File: src/error_sync_barrier_pkg.sv
package error_sync_barrier_pkg;

    // Syndrome width: holds any value hardware reports on a physical error
    localparam int SYND_W = 25;
    // Width of the count of outstanding memory-system responses
    localparam int OUTST_W = 4;

    // Severity codes kept in the syndrome severity field
    localparam logic [1:0] SEV_UC = 2'h0;
    localparam logic [1:0] SEV_UEU = 2'h1;
    localparam logic [1:0] SEV_UEO = 2'h2;
    localparam logic [1:0] SEV_UER = 2'h3;

    // Severity field position inside the syndrome
    localparam int SEV_LSB = 10;
    localparam int SEV_MSB = 11;

    // Precise-report bit position inside the syndrome
    localparam int PRECISE_BIT = 9;

    // Syndrome bits that this core keeps; bits outside this mask read as zero
    localparam logic [SYND_W-1:0] SYND_KEEP_MASK = 25'h1FFFFFF;
    // Syndrome bits that this core always sets on a physical error entry
    localparam logic [SYND_W-1:0] SYND_ONE_MASK = 25'h0000000;

    // Register offsets on the software port
    localparam logic [3:0] OFF_DEFERRED = 4'h0;
    localparam logic [3:0] OFF_VDEFERRED = 4'h1;
    localparam logic [3:0] OFF_VSYND = 4'h2;
    localparam logic [3:0] OFF_CTRL = 4'h3;
    localparam logic [3:0] OFF_IRQ_STATUS = 4'h4;
    localparam logic [3:0] OFF_IRQ_MASK = 4'h5;

    // Control register field positions
    localparam int CTRL_ROUTE_BIT = 0;
    localparam int CTRL_TRAP_BIT = 1;
    localparam int CTRL_HYP_EN_BIT = 2;
    localparam int CTRL_VPEND_BIT = 3;

    // Interrupt status bits
    localparam int IRQ_W = 3;
    localparam int IRQ_PDEFER = 0;
    localparam int IRQ_VDEFER = 1;
    localparam int IRQ_TAKEN = 2;

    // Exception levels as seen by the barrier
    localparam logic [1:0] LEVEL_APP = 2'h0;
    localparam logic [1:0] LEVEL_KERNEL = 2'h1;

    // Barrier sequencer states, one-hot
    typedef enum logic [2:0] {
        ST_IDLE = 3'b001,
        ST_DRAIN = 3'b010,
        ST_RESOLVE = 3'b100
    } barrier_state_t;

endpackage

File: src/error_sync_barrier_unit.sv
// Behaviour
// RULE1: Unmasked physical error taken at barrier address
// RULE2: Masked physical error deferred, recorded, valid set
// RULE3: Earlier unrecoverable errors pend before barrier acts
// RULE4: Later errors neither recorded nor taken here
// RULE5: Covers fetch, walk, update and instruction errors
// RULE6: Synchronized error reported as unrecoverable severity
// RULE7: Uncontainable error may stay pending after barrier
// RULE8: Unconsumed errors taken or deferred report precise
// RULE9: Virtual sync at low levels, routing on, trap off
// RULE10: Unmasked virtual error taken before barrier completes
// RULE11: Masked virtual error clears pending, records, valid
// RULE12: Virtual sync runs alongside physical barrier
// RULE13: Deferred register privileged; routed to virtual copy
// RULE14: Valid flag constant zero when sync disabled
// RULE15: Syndrome registers hold every reportable syndrome
// RULE16: Unused zero syndrome bits hardwired zero
// RULE17: Constant syndrome bits hardwired in other registers
// RULE18: Complete only after earlier error responses return
//
// Strobed register access and the address map were decided locally.
module error_sync_barrier_unit
    import error_sync_barrier_pkg::*;
#(
    parameter bit SYNC_ENABLE = 1'b1,
    parameter bit TAKE_UNCONTAINABLE = 1'b0
) (
    input wire logic sys_clk,
    input wire logic nrst,
    input wire logic clk_en,
    // Barrier request from the pipeline
    input wire logic barrier_valid,
    input wire logic [31:0] barrier_addr,
    input wire logic [1:0] current_level,
    input wire logic non_secure,
    input wire logic serr_masked,
    input wire logic vserr_masked,
    output logic barrier_done,
    // Error exception request to the pipeline
    output logic take_serr,
    output logic take_vserr,
    output logic [31:0] return_addr,
    output logic [SYND_W-1:0] exception_syndrome,
    // Memory-system error sources, all on this processing element
    input wire logic mem_req_issue,
    input wire logic mem_resp_return,
    input wire logic err_valid,
    input wire logic [SYND_W-1:0] err_syndrome,
    input wire logic err_uncontainable,
    input wire logic err_consumed,
    output logic serr_pending,
    // Software register port; only OFF_DEFERRED checks the privilege level
    input wire logic [3:0] reg_addr,
    input wire logic [31:0] reg_wdata,
    input wire logic reg_write,
    input wire logic reg_read,
    output logic [31:0] reg_rdata,
    output logic irq
);

    // Barrier sequencer
    barrier_state_t state_reg, state_next;
    // Outstanding memory responses
    logic [OUTST_W-1:0] outst_reg;
    // Physical pending error and its attributes
    logic pend_reg;
    logic pend_uc_reg;
    logic [SYND_W-1:0] pend_synd_reg;
    // Deferred registers
    logic def_valid_reg;
    logic [SYND_W-1:0] def_synd_reg;
    logic vdef_valid_reg;
    logic [SYND_W-1:0] vdef_synd_reg;
    logic [SYND_W-1:0] vsynd_reg;
    // Virtual controls
    logic route_reg, trap_reg, hyp_en_reg, vpend_reg;
    // Interrupt status and mask
    logic [IRQ_W-1:0] irq_status_reg, irq_mask_reg;
    // Barrier capture
    logic [31:0] baddr_reg;
    logic bmask_reg, bvmask_reg, blow_reg;
    // Outputs from flops
    logic done_reg, take_reg, vtake_reg;
    logic [SYND_W-1:0] esynd_reg;
    logic [31:0] rdata_reg;

    // Syndrome shaping: clamp never-used bits, force always-one bits
    function automatic logic [SYND_W-1:0] shape(input logic [SYND_W-1:0] s);
        shape = (s & SYND_KEEP_MASK) | SYND_ONE_MASK;
    endfunction

    // Syndrome reported at the barrier: unrecoverable, or uncontainable when uc is set; precise
    function automatic logic [SYND_W-1:0] report(input logic [SYND_W-1:0] s,
                                                 input logic uc);
        logic [SYND_W-1:0] r;
        r = s;
        r[SEV_MSB:SEV_LSB] = uc ? SEV_UC : SEV_UEU;
        r[PRECISE_BIT] = 1'b1;
        report = shape(r);
    endfunction

    // Decode of the software port
    wire privileged = current_level != LEVEL_APP;
    wire redirect = hyp_en_reg && route_reg && non_secure && current_level == LEVEL_KERNEL;
    wire wr_def = reg_write && privileged && reg_addr == OFF_DEFERRED && !redirect;
    wire wr_vdef = reg_write && ((privileged && reg_addr == OFF_DEFERRED && redirect)
                                 || reg_addr == OFF_VDEFERRED);
    wire wr_vsynd = reg_write && reg_addr == OFF_VSYND;
    wire wr_ctrl = reg_write && reg_addr == OFF_CTRL;
    wire wr_istat = reg_write && reg_addr == OFF_IRQ_STATUS;
    wire wr_imask = reg_write && reg_addr == OFF_IRQ_MASK;

    // Drain done: every earlier response folded into pending state
    wire drained = outst_reg == '0 && !mem_resp_return;
    // Virtual sync eligibility, captured at barrier start
    wire vsync_ok = hyp_en_reg && route_reg && !trap_reg
                    && (current_level == LEVEL_APP || current_level == LEVEL_KERNEL);
    // Physical pending error includes one arriving in the resolve cycle's past
    wire resolving = state_reg == ST_RESOLVE;
    // Uncontainable errors are left pending unless configured to synchronize
    wire psync = pend_reg && (!pend_uc_reg || TAKE_UNCONTAINABLE);
    wire p_take = resolving && psync && !bmask_reg;
    wire p_defer = resolving && psync && bmask_reg && SYNC_ENABLE;
    wire v_act = resolving && blow_reg && vpend_reg;
    wire v_take = v_act && !bvmask_reg;
    wire v_defer = v_act && bvmask_reg && SYNC_ENABLE;

    // Read mux
    logic [31:0] rd_mux;
    always_comb begin
        rd_mux = '0;
        unique case (reg_addr)
            OFF_DEFERRED: begin
                if (!privileged) begin
                    rd_mux = '0;
                end else if (redirect) begin
                    rd_mux = {vdef_valid_reg, 6'h00, vdef_synd_reg};
                end else begin
                    rd_mux = {def_valid_reg, 6'h00, def_synd_reg};
                end
            end
            OFF_VDEFERRED: rd_mux = {vdef_valid_reg, 6'h00, vdef_synd_reg};
            OFF_VSYND: rd_mux = {7'h00, vsynd_reg};
            OFF_CTRL: rd_mux = {28'h0000000, vpend_reg, hyp_en_reg, trap_reg, route_reg};
            OFF_IRQ_STATUS: rd_mux = {29'h00000000, irq_status_reg};
            OFF_IRQ_MASK: rd_mux = {29'h00000000, irq_mask_reg};
            default: rd_mux = '0;
        endcase
    end

    // Sequencer next state
    always_comb begin
        state_next = state_reg;
        unique case (state_reg)
            ST_IDLE: if (barrier_valid) state_next = ST_DRAIN;
            // RULE3: wait for errors to pend
            ST_DRAIN: if (drained) state_next = ST_RESOLVE;
            ST_RESOLVE: state_next = ST_IDLE;
            default: state_next = ST_IDLE;
        endcase
    end

    // Sequencer and barrier capture
    always_ff @(posedge sys_clk or negedge nrst) begin
        if (!nrst) begin
            state_reg <= ST_IDLE;
            baddr_reg <= '0;
            bmask_reg <= 1'b0;
            bvmask_reg <= 1'b0;
            blow_reg <= 1'b0;
        end else if (clk_en) begin
            state_reg <= state_next;
            if (state_reg == ST_IDLE && barrier_valid) begin
                baddr_reg <= barrier_addr;
                bmask_reg <= serr_masked;
                bvmask_reg <= vserr_masked;
                // RULE9: virtual sync conditions
                blow_reg <= vsync_ok;
            end
        end
    end

    // Outstanding response count
    always_ff @(posedge sys_clk or negedge nrst) begin
        if (!nrst) begin
            outst_reg <= '0;
        end else if (clk_en) begin
            // RULE18: track earlier responses
            if (mem_req_issue && !mem_resp_return) begin
                outst_reg <= outst_reg + 1'b1;
            end else if (!mem_req_issue && mem_resp_return && outst_reg != '0) begin
                outst_reg <= outst_reg - 1'b1;
            end
        end
    end

    // Physical pending error; a new error wins over the barrier's clear
    always_ff @(posedge sys_clk or negedge nrst) begin
        if (!nrst) begin
            pend_reg <= 1'b0;
            pend_uc_reg <= 1'b0;
            pend_synd_reg <= '0;
        end else if (clk_en) begin
            // RULE5: any error source of this element
            if (err_valid) begin
                pend_reg <= 1'b1;
                pend_uc_reg <= pend_uc_reg | err_uncontainable;
                // RULE8: unconsumed errors marked precise
                pend_synd_reg <= err_consumed ? err_syndrome
                                 : (err_syndrome | (25'h0000001 << PRECISE_BIT));
            // RULE7: uncontainable stays pending
            end else if (p_take || p_defer) begin
                pend_reg <= 1'b0;
                pend_uc_reg <= 1'b0;
            end
        end
    end

    // Deferred registers, virtual syndrome and controls
    always_ff @(posedge sys_clk or negedge nrst) begin
        if (!nrst) begin
            def_valid_reg <= 1'b0;
            def_synd_reg <= '0;
            vdef_valid_reg <= 1'b0;
            vdef_synd_reg <= '0;
            vsynd_reg <= '0;
            route_reg <= 1'b0;
            trap_reg <= 1'b0;
            hyp_en_reg <= 1'b0;
            vpend_reg <= 1'b0;
        end else if (clk_en) begin
            // RULE2: record deferred physical error
            // RULE4: only errors pended before the resolve cycle
            if (p_defer) begin
                def_valid_reg <= 1'b1;
                // RULE6: unrecoverable severity recorded, uncontainable when pend_uc_reg is set
                def_synd_reg <= report(pend_synd_reg, pend_uc_reg);
            end else if (wr_def) begin
                // RULE14: valid stays zero when sync disabled
                def_valid_reg <= reg_wdata[31] && SYNC_ENABLE;
                // RULE16: unused bits forced
                def_synd_reg <= shape(reg_wdata[SYND_W-1:0]);
            end
            // RULE11: record deferred virtual error
            // RULE12: same cycle as the physical resolve
            if (v_defer) begin
                vdef_valid_reg <= 1'b1;
                vdef_synd_reg <= vsynd_reg;
            // RULE13: redirected writes land here
            end else if (wr_vdef) begin
                vdef_valid_reg <= reg_wdata[31] && SYNC_ENABLE;
                vdef_synd_reg <= shape(reg_wdata[SYND_W-1:0]);
            end
            // RULE17: constant bits hardwired in virtual syndrome
            if (wr_vsynd) vsynd_reg <= shape(reg_wdata[SYND_W-1:0]);
            if (wr_ctrl) begin
                route_reg <= reg_wdata[CTRL_ROUTE_BIT];
                trap_reg <= reg_wdata[CTRL_TRAP_BIT];
                hyp_en_reg <= reg_wdata[CTRL_HYP_EN_BIT];
            end
            // Barrier clear loses to a software set in the same cycle
            if (wr_ctrl && reg_wdata[CTRL_VPEND_BIT]) begin
                vpend_reg <= 1'b1;
            end else if (wr_ctrl) begin
                vpend_reg <= 1'b0;
            end else if (v_take || v_defer) begin
                vpend_reg <= 1'b0;
            end
        end
    end

    // Exception requests and completion
    always_ff @(posedge sys_clk or negedge nrst) begin
        if (!nrst) begin
            done_reg <= 1'b0;
            take_reg <= 1'b0;
            vtake_reg <= 1'b0;
            esynd_reg <= '0;
            rdata_reg <= '0;
        end else if (clk_en) begin
            done_reg <= resolving;
            // RULE1: take at barrier address
            take_reg <= p_take;
            // RULE10: virtual take before completion
            vtake_reg <= v_take;
            if (p_take) begin
                // RULE15: full width syndrome
                esynd_reg <= report(pend_synd_reg, pend_uc_reg);
            end else if (v_take) begin
                esynd_reg <= vsynd_reg;
            end
            rdata_reg <= reg_read ? rd_mux : '0;
        end
    end

    // Interrupt status: hardware set wins over write-one clear
    wire [IRQ_W-1:0] irq_set = {p_take, v_defer, p_defer};
    always_ff @(posedge sys_clk or negedge nrst) begin
        if (!nrst) begin
            irq_status_reg <= '0;
            irq_mask_reg <= '0;
        end else if (clk_en) begin
            irq_status_reg <= (irq_status_reg & ~(wr_istat ? reg_wdata[IRQ_W-1:0] : '0))
                              | irq_set;
            if (wr_imask) irq_mask_reg <= reg_wdata[IRQ_W-1:0];
        end
    end

    assign barrier_done = done_reg;
    assign take_serr = take_reg;
    assign take_vserr = vtake_reg;
    assign return_addr = baddr_reg;
    assign exception_syndrome = esynd_reg;
    assign serr_pending = pend_reg;
    assign reg_rdata = rdata_reg;
    assign irq = |(irq_status_reg & irq_mask_reg);

endmodule

File: config.mk
export PLATFORM = sky130hd
export DESIGN_NAME = error_sync_barrier_unit
export DESIGN_NICKNAME = d
export VERILOG_FILES = /design/src/error_sync_barrier_pkg.sv /design/src/error_sync_barrier_unit.sv
export SDC_FILE = /design/constraint.sdc
export NUM_CORES = 1
export LEC_CHECK = 0
export ABC_AREA = 1
export CAP_MARGIN = 20
export CORE_MARGIN = 2
export CORE_UTILIZATION = 55
export CTS_BUF_LIST = sky130_fd_sc_hd__clkbuf_2 sky130_fd_sc_hd__clkbuf_4 sky130_fd_sc_hd__clkbuf_8
export CTS_CLUSTER_SIZE = 8
export DETAILED_ROUTE_END_ITERATION = 10
export DONT_BUFFER_PORTS = 1
export PLACE_DENSITY = 0.73
export SYNTH_ARGS = -nofsm -noshare
export SYNTH_HDL_FRONTEND = slang
export SYNTH_SLANG_ARGS = --single-unit
File: constraint.sdc
create_clock -name sys_clk -period 1.45 [get_ports sys_clk]
set_clock_uncertainty 0.05 [all_clocks]
set_input_delay 0.3625 -clock sys_clk [delete_from_list [all_inputs] [get_ports sys_clk]]
set_output_delay 0.3625 -clock sys_clk [all_outputs]
set_load 0.1 [all_outputs]
==> summary.md, run 1 <==
| Metric | Value |
|---|---|
| Status | `aborted with a tool error` |
| Halt Stage | `global routing` |
| Error | `[ERROR GRT-0232] Routing congestion too high. Check the congestion heatmap in the GUI.` |
| Syn Area/Cell | `roughly 7.7 µm²` |
| Synth top area cells | `dfrtp_1 (51%), nand2_1 (19%), nand3_1 (8.6%), o21ai_0 (3.8%), inv_1 (2.6%)` |
| Clock Path Buffers | `3` |
| Crit. endpoint post-GRT repair | `exception_syndrome[13]$_DFFE_PN0P_/D` |
| Fraction of registers with async set or reset after synthesis | `between 90% and 100%` |
| Io pins | `roughly 200` |
| Worst_ep kind | `sequential cell input` |
| Post-DP Area | `about 12,000 µm²` |
| Number of I/O port buffers | `0` |
| Seq cells post-synth | `about 210` |
| Largest net degree at the start of global routing | `roughly 210` |
| CTS Root Cell | `clkbuf_8` |
| Post-Synth XOR/XNOR Area | `0.346%` |
| Htree depth | `2` |
| Adder-cell share of the synthesized area | `0.444%` |
| Die X | `between 100 and 150 µm` |
| Global route total overflow | `2` |
| Die height | `around 140 µm` |
| Cell Area, Synth | `between 10,000 and 15,000 µm²` |
| Post-synthesis cell type count | `33` |
| Yosys top cell by area | `dfrtp_1` |
| Cell count after synthesis | `roughly 1,300` |
| Largest family of logic cells by synthesized area | `simple AND/OR/NAND/NOR gates` |
| Initial Utilization | `a little under three fifths` |
| Complex-gate fraction of the synthesized area | `6.78%` |
| Simple-gate area share of the yosys netlist | `approximately 34%` |
| Mux contribution to synthesized area | `less than 1%` |
| Area share of the largest cell type after synthesis | `around half` |
| FP Rows | `slightly below 50` |
| Tot GR Track Use | `80.8%` |
| Clk sinks | `slightly above 200` |
| Post-DP HPWL | `19.2 mm` |
| Num CTS Buffers | `37` |
| Register area share after synthesis | `between 50% and 60%` |
| Synth Warn # | `0` |
| Initial antenna violation count | `7` |
| Post-synth EDFFs | `0` |
| GP Congestion | `0.879` |
| Post-synth top flop | `dfrtp_1` |
==> kinds of logic after synthesis <==
| kind of cell | after synthesis |
|---|---|
| other | 1 |
| AOI/OAI and AO/OA | 134 |
| and+or+nand+nor | 803 |
| buffers and inverters | 156 |
| adders and majority gates | 3 |
| DFF | 207 |
| xor gates and xnor gates | 4 |
| muxes | 1 |
==> metrics by stage <==
stage               hold WS [ns]  setup slack (ns)  cells  setup TNS [ns]  util, %
CTS                       -0.545            -0.248   1814          -18.65     84.2
detailed placement        0.0200            -0.149   1608           -6.30     64.4
global placement          0.0202            -0.103   1608           -3.90     64.4
floorplan                 0.0169            -0.143   1314           -5.69        -
==> layer usage <==
layer  GRT overflow  track usage, %
met5              0            42.9
met4              2            77.1
met3              0            69.9
met2              0            93.3
met1              0            82.0
==> Yosys cell counts (2+ instances only) <==
library cell    n
nand2_2         8
xor2_1          3
dfrtp_1       206
nor2_2          6
inv_2           7
nand3_2         3
nand3_1       174
nor2_4          4
ha_1            2
nand2_1       523
buf_4          22
inv_1          71
nor2_1         57
a21oi_1        42
nand3b_1       22
clkbuf_1       29
nand2_4         2
o21ai_0        76
o31ai_1         2
buf_6           5
buf_2          22
o21ai_1        12
==> timing repair <==
item / 4_1_cts
endpoints found under the hold margin: 308
buffers inserted: 37
cloned: 20
pin swaps: 37
setup endpoints to repair: 169
gates resized for setup: 327
hold buffers: 85
==> inputs of run 2 (changes only) <==
Settings changed: CORE_UTILIZATION 55 to 40, CTS_BUF_LIST sky130_fd_sc_hd__clkbuf_2 sky130_fd_sc_hd__clkbuf_4 sky130_fd_sc_hd__clkbuf_8 to unset, CTS_CLUSTER_SIZE 8 to unset, PLACE_DENSITY 0.73 to unset, PLACE_DENSITY_LB_ADDON set to 0.15.
Clock period 1.45 ns to 1.9 ns, I/O delays scaled along.
==> summary.md, run 2 <==
| Metric | Value |
|---|---|
| Critical path startpoint category | `flop` |
| Comb pwr share | `around a third` |
| Share of cells above drive strength 1 | `between 10 and 15%` |
| Failing checks | `negative hold slack` |
| Post-CTS setup buffer count | `0 (was 37)` |
| Htree depth | `1 (was 2)` |
| Initial Utilization | `40.5% (was 56.2%)` |
| Die height | `163 µm (was 140 µm)` |
| Placed Cells | `1,691 (was 1,608)` |
| FP Rows | `58 (was 49)` |
| Reg clk slew, reported paths | `approximately 0.060 ns` |
| Clock Path Buffers | `3 (unchanged)` |
| Slew @ Worst Pin | `roughly 0.8 ns` |
| Cell Area, Synth | `10,100 µm² (unchanged)` |
| Post-synth EDFFs | `0 (unchanged)` |
| Relative slew slack | `a little under half` |
| Final Hold Fails | `just over 200` |
| Post-Route WL | `approximately 28 mm` |
| Internal power | `9100 µW` |
| GP Congestion | `0.842 (was 0.879)` |
| Initial antenna violation count | `0` |
| Largest net degree at the start of global routing | `roughly 210` |
| Switching power | `just under 7000 µW` |
| CTS Root Cell | `clkbuf_16 (was clkbuf_8)` |
| Worst hold margin | `-0.400 ns` |
| Max reg flops | `32` |
| Setup TNS | `0 ns` |
| Flop pwr share | `a little under two fifths` |
| Leakage power | `roughly 0.0066 µW` |
| Post-detailed-route wirelength per cell | `16.3 µm` |
| Via-per-instance ratio | `4.86` |
| Worst skew pair latency | `about 0.52 ns` |
| TritonCTS clock tree | `done` |
| Layout Nets | `around 1,500` |
| Most common cell in the netlist | `nand2_1 (unchanged)` |
| DR vias | `~8,400` |
| Number of I/O port buffers | `0 (unchanged)` |
| Io pins | `203 (unchanged)` |
| R2R Setup Slk | `roughly 0.20 ns` |
| Fill cells | `about 2,600` |
| Final setup violation count | `0` |
| Post-DP HPWL | `20.2 mm (was 19.2 mm)` |
| Status | `finished with violations (was aborted with a tool error)` |
| Setup crit end kind | `primary output` |
| Part of the cycle the worst path needs | `between 90% and 100%` |
| Cell count after synthesis | `1,309 (unchanged)` |
| Tot GR Track Use | `approximately 22%` |
| Synth top area cells | `dfrtp_1 (51%), nand2_1 (19%), nand3_1 (8.6%), o21ai_0 (3.8%), inv_1 (2.6%) (unchanged)` |
| # diodes | `0` |
| Crit path arrival time | `between 1 and 1.5 ns` |
| Core ar. | `25,000 µm²` |
| FF-to-FF path depth | `8` |
| Non-filler cells, final | `roughly 1,700` |
| First-pass GRT wire length | `roughly 46 mm` |
| TritonRoute pass-1 iters | `4` |
| Register area share after synthesis | `51.1% (unchanged)` |
| Commonest non-fill, non-tap cells in the layout | `nand2_1 (523), dfrtp_1 (205), nand3_1 (174), buf_4 (117), o21ai_0 (76)` |
| Synth Warn # | `0 (unchanged)` |
| R2r startpoint | `state_reg[0]$_DFFE_PN1P_` |
| Antenna-violating nets left | `0` |
| Area share of the largest cell type after synthesis | `50.9% (unchanged)` |
| Hold Buf Count CTS | `2 (was 85)` |
| Max-slew violations | `0` |
| Num CTS Buffers | `24 (was 37)` |
| Die X | `163 µm (was 140 µm)` |
| Layout area overhead | `17.8%` |
| Post-synth top cells | `nand2_1 (523), dfrtp_1 (206), nand3_1 (174) (unchanged)` |
| Max FO, Critical Path | `3` |
| Global route total overflow | `0` |
| Clk sinks | `207 (unchanged)` |
| Clk pwr share | `between 20% and 30%` |
| Post-synthesis cell type count | `33 (unchanged)` |
| Leading cell type in the layout, fill and taps excluded | `nand2_1` |
| Setup CP Type | `flop to primary output` |
| DRC viols | `0` |
| Net Sw Frac | `roughly 43%` |
| Fraction of registers with async set or reset after synthesis | `100% (unchanged)` |
| Syn Area/Cell | `7.74 µm² (unchanged)` |
| Pwr/cell area | `1330 nW/µm²` |
| Max Fclk | `roughly 540 MHz` |
| Max VDD drop | `1.36 mV` |
| Number of global-route vias before repair | `slightly above 8,000` |
| Maxcap violations | `0` |
| Post-synth top flop | `dfrtp_1 (unchanged)` |
| Worst r2r dst | `def_synd_reg[4]$_DFFE_PN0P_` |
| HP Class | `input pin to async pin` |
| Drt initial violations | `around 500` |
| Yosys top cell by area | `dfrtp_1 (unchanged)` |
| Critical path required time | `1.37 ns` |
| Seq cells post-synth | `207 (unchanged)` |
| RSZ-0062 raised after global routing | `false` |
| Post-layout min period | `~1.8 ns` |
| Die area | `26,600 µm²` |
-- run 2: cells by family after synthesis --
logic type,synth area share [%]
buffers and inverters,7.23
other,0.0370
multiplexers,0.111
AND/OR/NAND/NOR,33.9
XOR/XNOR,0.346
adder cells (fa/ha/maj),0.444
flip-flops,51.1
AO/OA/AOI/OAI,6.78
-- run 2: through the flow --
stage	setup slack (ns)	power [µW]	cell area [µm²]	utilization, %	hold WS [ns]
final	0.0586	15900	11900	47.7	-0.400
after global routing	0.0124	16600	11900	47.7	-0.426
after CTS	0.0420	16000	11900	47.7	-0.424
after detailed placement	0.119	11500	11100	44.5	0.134
after global placement	0.100	11400	11100	44.5	0.134
after floorplan	0.0873	10300	10200	-	0.129
-- run 2: worst max path at each step --
stage,slack (ns),cells past startpoint,to,from
2_1_floorplan,0.09,9,exception_syndrome[17]$_DFFE_PN0P_,serr_pending$_DFFE_PN0P_
3_3_place_gp,0.1,8,def_synd_reg[22]$_DFFE_PN0P_,state_reg[0]$_DFFE_PN1P_
3_5_place_dp,0.12,8,def_synd_reg[4]$_DFFE_PN0P_,state_reg[0]$_DFFE_PN1P_
4_1_cts,0.04,3,irq,irq_mask_reg[0]$_DFFE_PN0P_
5_1_grt,0.01,3,irq,irq_status_reg[0]$_DFFE_PN0P_
6_report,0.06,3,irq,irq_mask_reg[0]$_DFFE_PN0P_
-- run 2: critical path, cell delays in order (launching register included) --
cell,delay (ns)
dfrtp_1,0.38
nand2_1,0.06
nand3_1,0.11
buf_6,0.24
-- run 2: power groups by stage --
| stage | registers, µW | logic [µW] | clock network, µW |
|---|---|---|---|
| after floorplan | 8820 | 1490 | 0 |
| after global placement | 5910 | 5510 | 0 |
| after detailed placement | 5930 | 5570 | 0 |
| after CTS | 5860 | 5590 | 4580 |
| after global routing | 5970 | 5930 | 4740 |
| final | 5870 | 5550 | 4450 |
-- run 2: final cells by class --
cell class / count / area [µm²] / area share (%)
sequential: 207 / 5180 / 43.4
clock inverter: 9 / 48.8 / 0.409
tap: 330 / 413 / 3.46
multi-input combinational: 951 / 4250 / 35.6
clock buffer: 35 / 713 / 5.97
inverter: 78 / 293 / 2.45
timing repair buffer: 127 / 1040 / 8.72
-- run 2: timing repair --
item / 4_1_cts / 5_1_grt
endpoints found under the setup margin: 1 / 16
endpoints found under the hold margin: 209 / 207
gates resized for setup: 1 / 1
-- run 2: layer usage --
layer / vias up / global-route usage [%] / wire length (µm)
met5: - / 0 / 0
met2: 246 / 31.9 / 11900
met3: 33 / 7.08 / 2590
met4: 0 / 4.67 / 489
met1: 3846 / 30.6 / 13300
li1: 4324 / - / -
Note: power is estimated with default switching activity, not from simulation.
==> inputs of run 3 (changes only) <==
Settings changed: REMOVE_ABC_BUFFERS set to 1.
==> summary.md, run 3 (synthesized netlist as in run 2, its figures left out) <==
| Metric | Value |
|---|---|
| Initial antenna violation count | `0 (unchanged)` |
| # diodes | `0 (unchanged)` |
| Critical path required time | `1.37 ns (about the same)` |
| Layout Nets | `1,519 (was 1,501)` |
| Final core utilization | `48.9% (was 47.7%)` |
| Worst r2r dst | `def_synd_reg[1]$_DFFE_PN0P_ (was def_synd_reg[4]$_DFFE_PN0P_)` |
| CTS Root Cell | `clkbuf_16 (unchanged)` |
| Share of cells above drive strength 1 | `14.3% (was 14.4%)` |
| Layout area overhead | `20.8% (was 17.8%)` |
| FF-to-FF path depth | `7 (was 8)` |
| Number of global-route vias before repair | `8,538 (was 8,105)` |
| Number of I/O port buffers | `0 (unchanged)` |
| Place WS | `0.138 ns (was 0.119 ns)` |
| Post-layout min period | `1.84 ns (about the same)` |
| HP Class | `input pin to async pin (unchanged)` |
| Status | `finished with violations (unchanged)` |
| Post-Route WL | `29.3 mm (was 28.3 mm)` |
| GP Congestion | `0.834 (was 0.842)` |
| Hold Buf Count CTS | `19 (was 2)` |
| Setup crit end kind | `primary output (unchanged)` |
| Global route total overflow | `0 (unchanged)` |
| Reg clk slew, reported paths | `0.06 ns (about the same)` |
| Final Hold Fails | `207 (was 206)` |
| Max Fclk | `544 MHz (was 543 MHz)` |
| TritonRoute pass-1 iters | `7 (was 4)` |
| Via-per-instance ratio | `5.04 (was 4.86)` |
| Initial Utilization | `40.5% (unchanged)` |
| Num CTS Buffers | `24 (unchanged)` |
| Die X | `163 µm (unchanged)` |
| Failing checks | `negative hold slack (unchanged)` |
| DRC viols | `0 (unchanged)` |
| R2R Setup Slk | `0.14 ns (was 0.20 ns)` |
| Final worst slack | `0.0616 ns (was 0.0586 ns)` |
| Pwr/cell area | `1310 nW/µm² (was 1330 nW/µm²)` |
| Io pins | `203 (unchanged)` |
| Fill cells | `2,514 (was 2,573)` |
| Crit path to | `irq (unchanged)` |
| Part of the cycle the worst path needs | `96.8% (was 96.9%)` |
| DR vias | `8,838 (was 8,449)` |
| Slew @ Worst Pin | `0.622 ns (was 0.788 ns)` |
| Die height | `163 µm (unchanged)` |
| Crit path arrival time | `1.31 ns (was 1.32 ns)` |
| Worst hold margin | `-0.405 ns (was -0.400 ns)` |
| Core ar. | `25,000 µm² (unchanged)` |
| Clock Path Buffers | `3 (unchanged)` |
| Largest net degree at the start of global routing | `208 (unchanged)` |
| Max FO, Critical Path | `3 (unchanged)` |
| Tot GR Track Use | `22.4% (was 21.5%)` |
| Maxcap violations | `0 (unchanged)` |
| Final setup violation count | `0 (unchanged)` |
| Htree depth | `1 (unchanged)` |
| First-pass GRT wire length | `47.0 mm (was 45.6 mm)` |
| Die area | `26,600 µm² (unchanged)` |
| Critical path startpoint category | `flop (unchanged)` |
| Relative slew slack | `58.5% (was 47.5%)` |
| R2r startpoint | `pend_uc_reg$_DFFE_PN0P_ (was state_reg[0]$_DFFE_PN1P_)` |
| Commonest non-fill, non-tap cells in the layout | `nand2_1 (522), dfrtp_1 (206), nand3_1 (172), buf_4 (114), o21ai_0 (76) (was nand2_1 (523), dfrtp_1 (205), nand3_1 (174), buf_4 (117), o21ai_0 (76))` |
| Worst skew pair latency | `0.53 ns (was 0.52 ns)` |
| Clk sinks | `207 (unchanged)` |
| TritonCTS clock tree | `done (unchanged)` |
| Setup CP Type | `flop to primary output (unchanged)` |
| Critical Path Start | `irq_mask_reg[1]$_DFFE_PN0P_ (was irq_mask_reg[0]$_DFFE_PN0P_)` |
| Max VDD drop | `1.43 mV (was 1.36 mV)` |
| Max reg flops | `32 (unchanged)` |
| FP Rows | `58 (unchanged)` |
| Drt initial violations | `587 (was 508)` |
| Post-detailed-route wirelength per cell | `16.7 µm (was 16.3 µm)` |
| Antenna-violating nets left | `0 (unchanged)` |
| Leading cell type in the layout, fill and taps excluded | `nand2_1 (unchanged)` |
| Max-slew violations | `0 (unchanged)` |
| Post-DP HPWL | `18.8 mm (was 20.2 mm)` |
| Leakage power | `0.00669 µW (was 0.00658 µW)` |
| Post-CTS setup buffer count | `0 (unchanged)` |
-- run 3: timing repair --
action,in CTS,in global routing
gates resized for setup,1,5
endpoints found under the setup margin,1,4
pin swaps,0,1
hold endpoints to repair,226,207
-- run 3: where the power goes --
group | leakage (µW) | internal, µW | switching (µW)
clock network | 0.000390 | 2790 | 1840
registers | 0.00261 | 5330 | 498
logic | 0.00368 | 1220 | 4390
-- run 3: layout make-up --
| class | count | area, µm² | share of cell area, % |
|---|---|---|---|
| sequential | 207 | 5180 | 42.3 |
| inverter | 78 | 293 | 2.39 |
| clock inverter | 7 | 96.3 | 0.787 |
| clock buffer | 35 | 692 | 5.65 |
| timing repair buffer | 145 | 1290 | 10.5 |
| tap | 330 | 413 | 3.37 |
| multi-input combinational | 951 | 4280 | 35.0 |
-- run 3: how the worst min path moves through the flow --
stage / end / from / cells after the start
after detailed placement: return_addr[3]$_DFFE_PN0P_ / nrst / 0
after CTS: state_reg[2]$_DFFE_PN0P_ / nrst / 0
after global placement: return_addr[3]$_DFFE_PN0P_ / nrst / 0
final: return_addr[24]$_DFFE_PN0P_ / nrst / 0
after global routing: return_addr[24]$_DFFE_PN0P_ / nrst / 0
after floorplan: barrier_done$_DFFE_PN0P_ / nrst / 0
-- run 3: stage by stage --
step | total power [µW] | cells | setup TNS, ns | area (µm²) | hold WS, ns
global route | 16900 | 1753 | -0.0220 | 12200 | -0.431
CTS | 16200 | 1753 | 0 | 12200 | -0.427
floorplan | 10300 | 1236 | -142.66 | 9710 | 0.129
finish | 16100 | 1753 | 0 | 12200 | -0.405
global placement | 11400 | 1692 | 0 | 11200 | 0.133
detailed placement | 11500 | 1692 | 0 | 11200 | 0.134
-- run 3: per-layer routing --
metal | global-route usage, % | vias to the layer above | share of wire, %
met4 | 5.55 | 0 | 2.2
li1 | - | 4349 | -
met2 | 35.8 | 294 | 46
met5 | 0 | - | 0
met1 | 30.6 | 4138 | 43
met3 | 5.64 | 57 | 8.2
-- run 3: critical path: stages (launching register included) --
cell,delay [ns]
dfrtp_1,0.40
nand2_1,0.09
nand3_2,0.10
buf_12,0.18
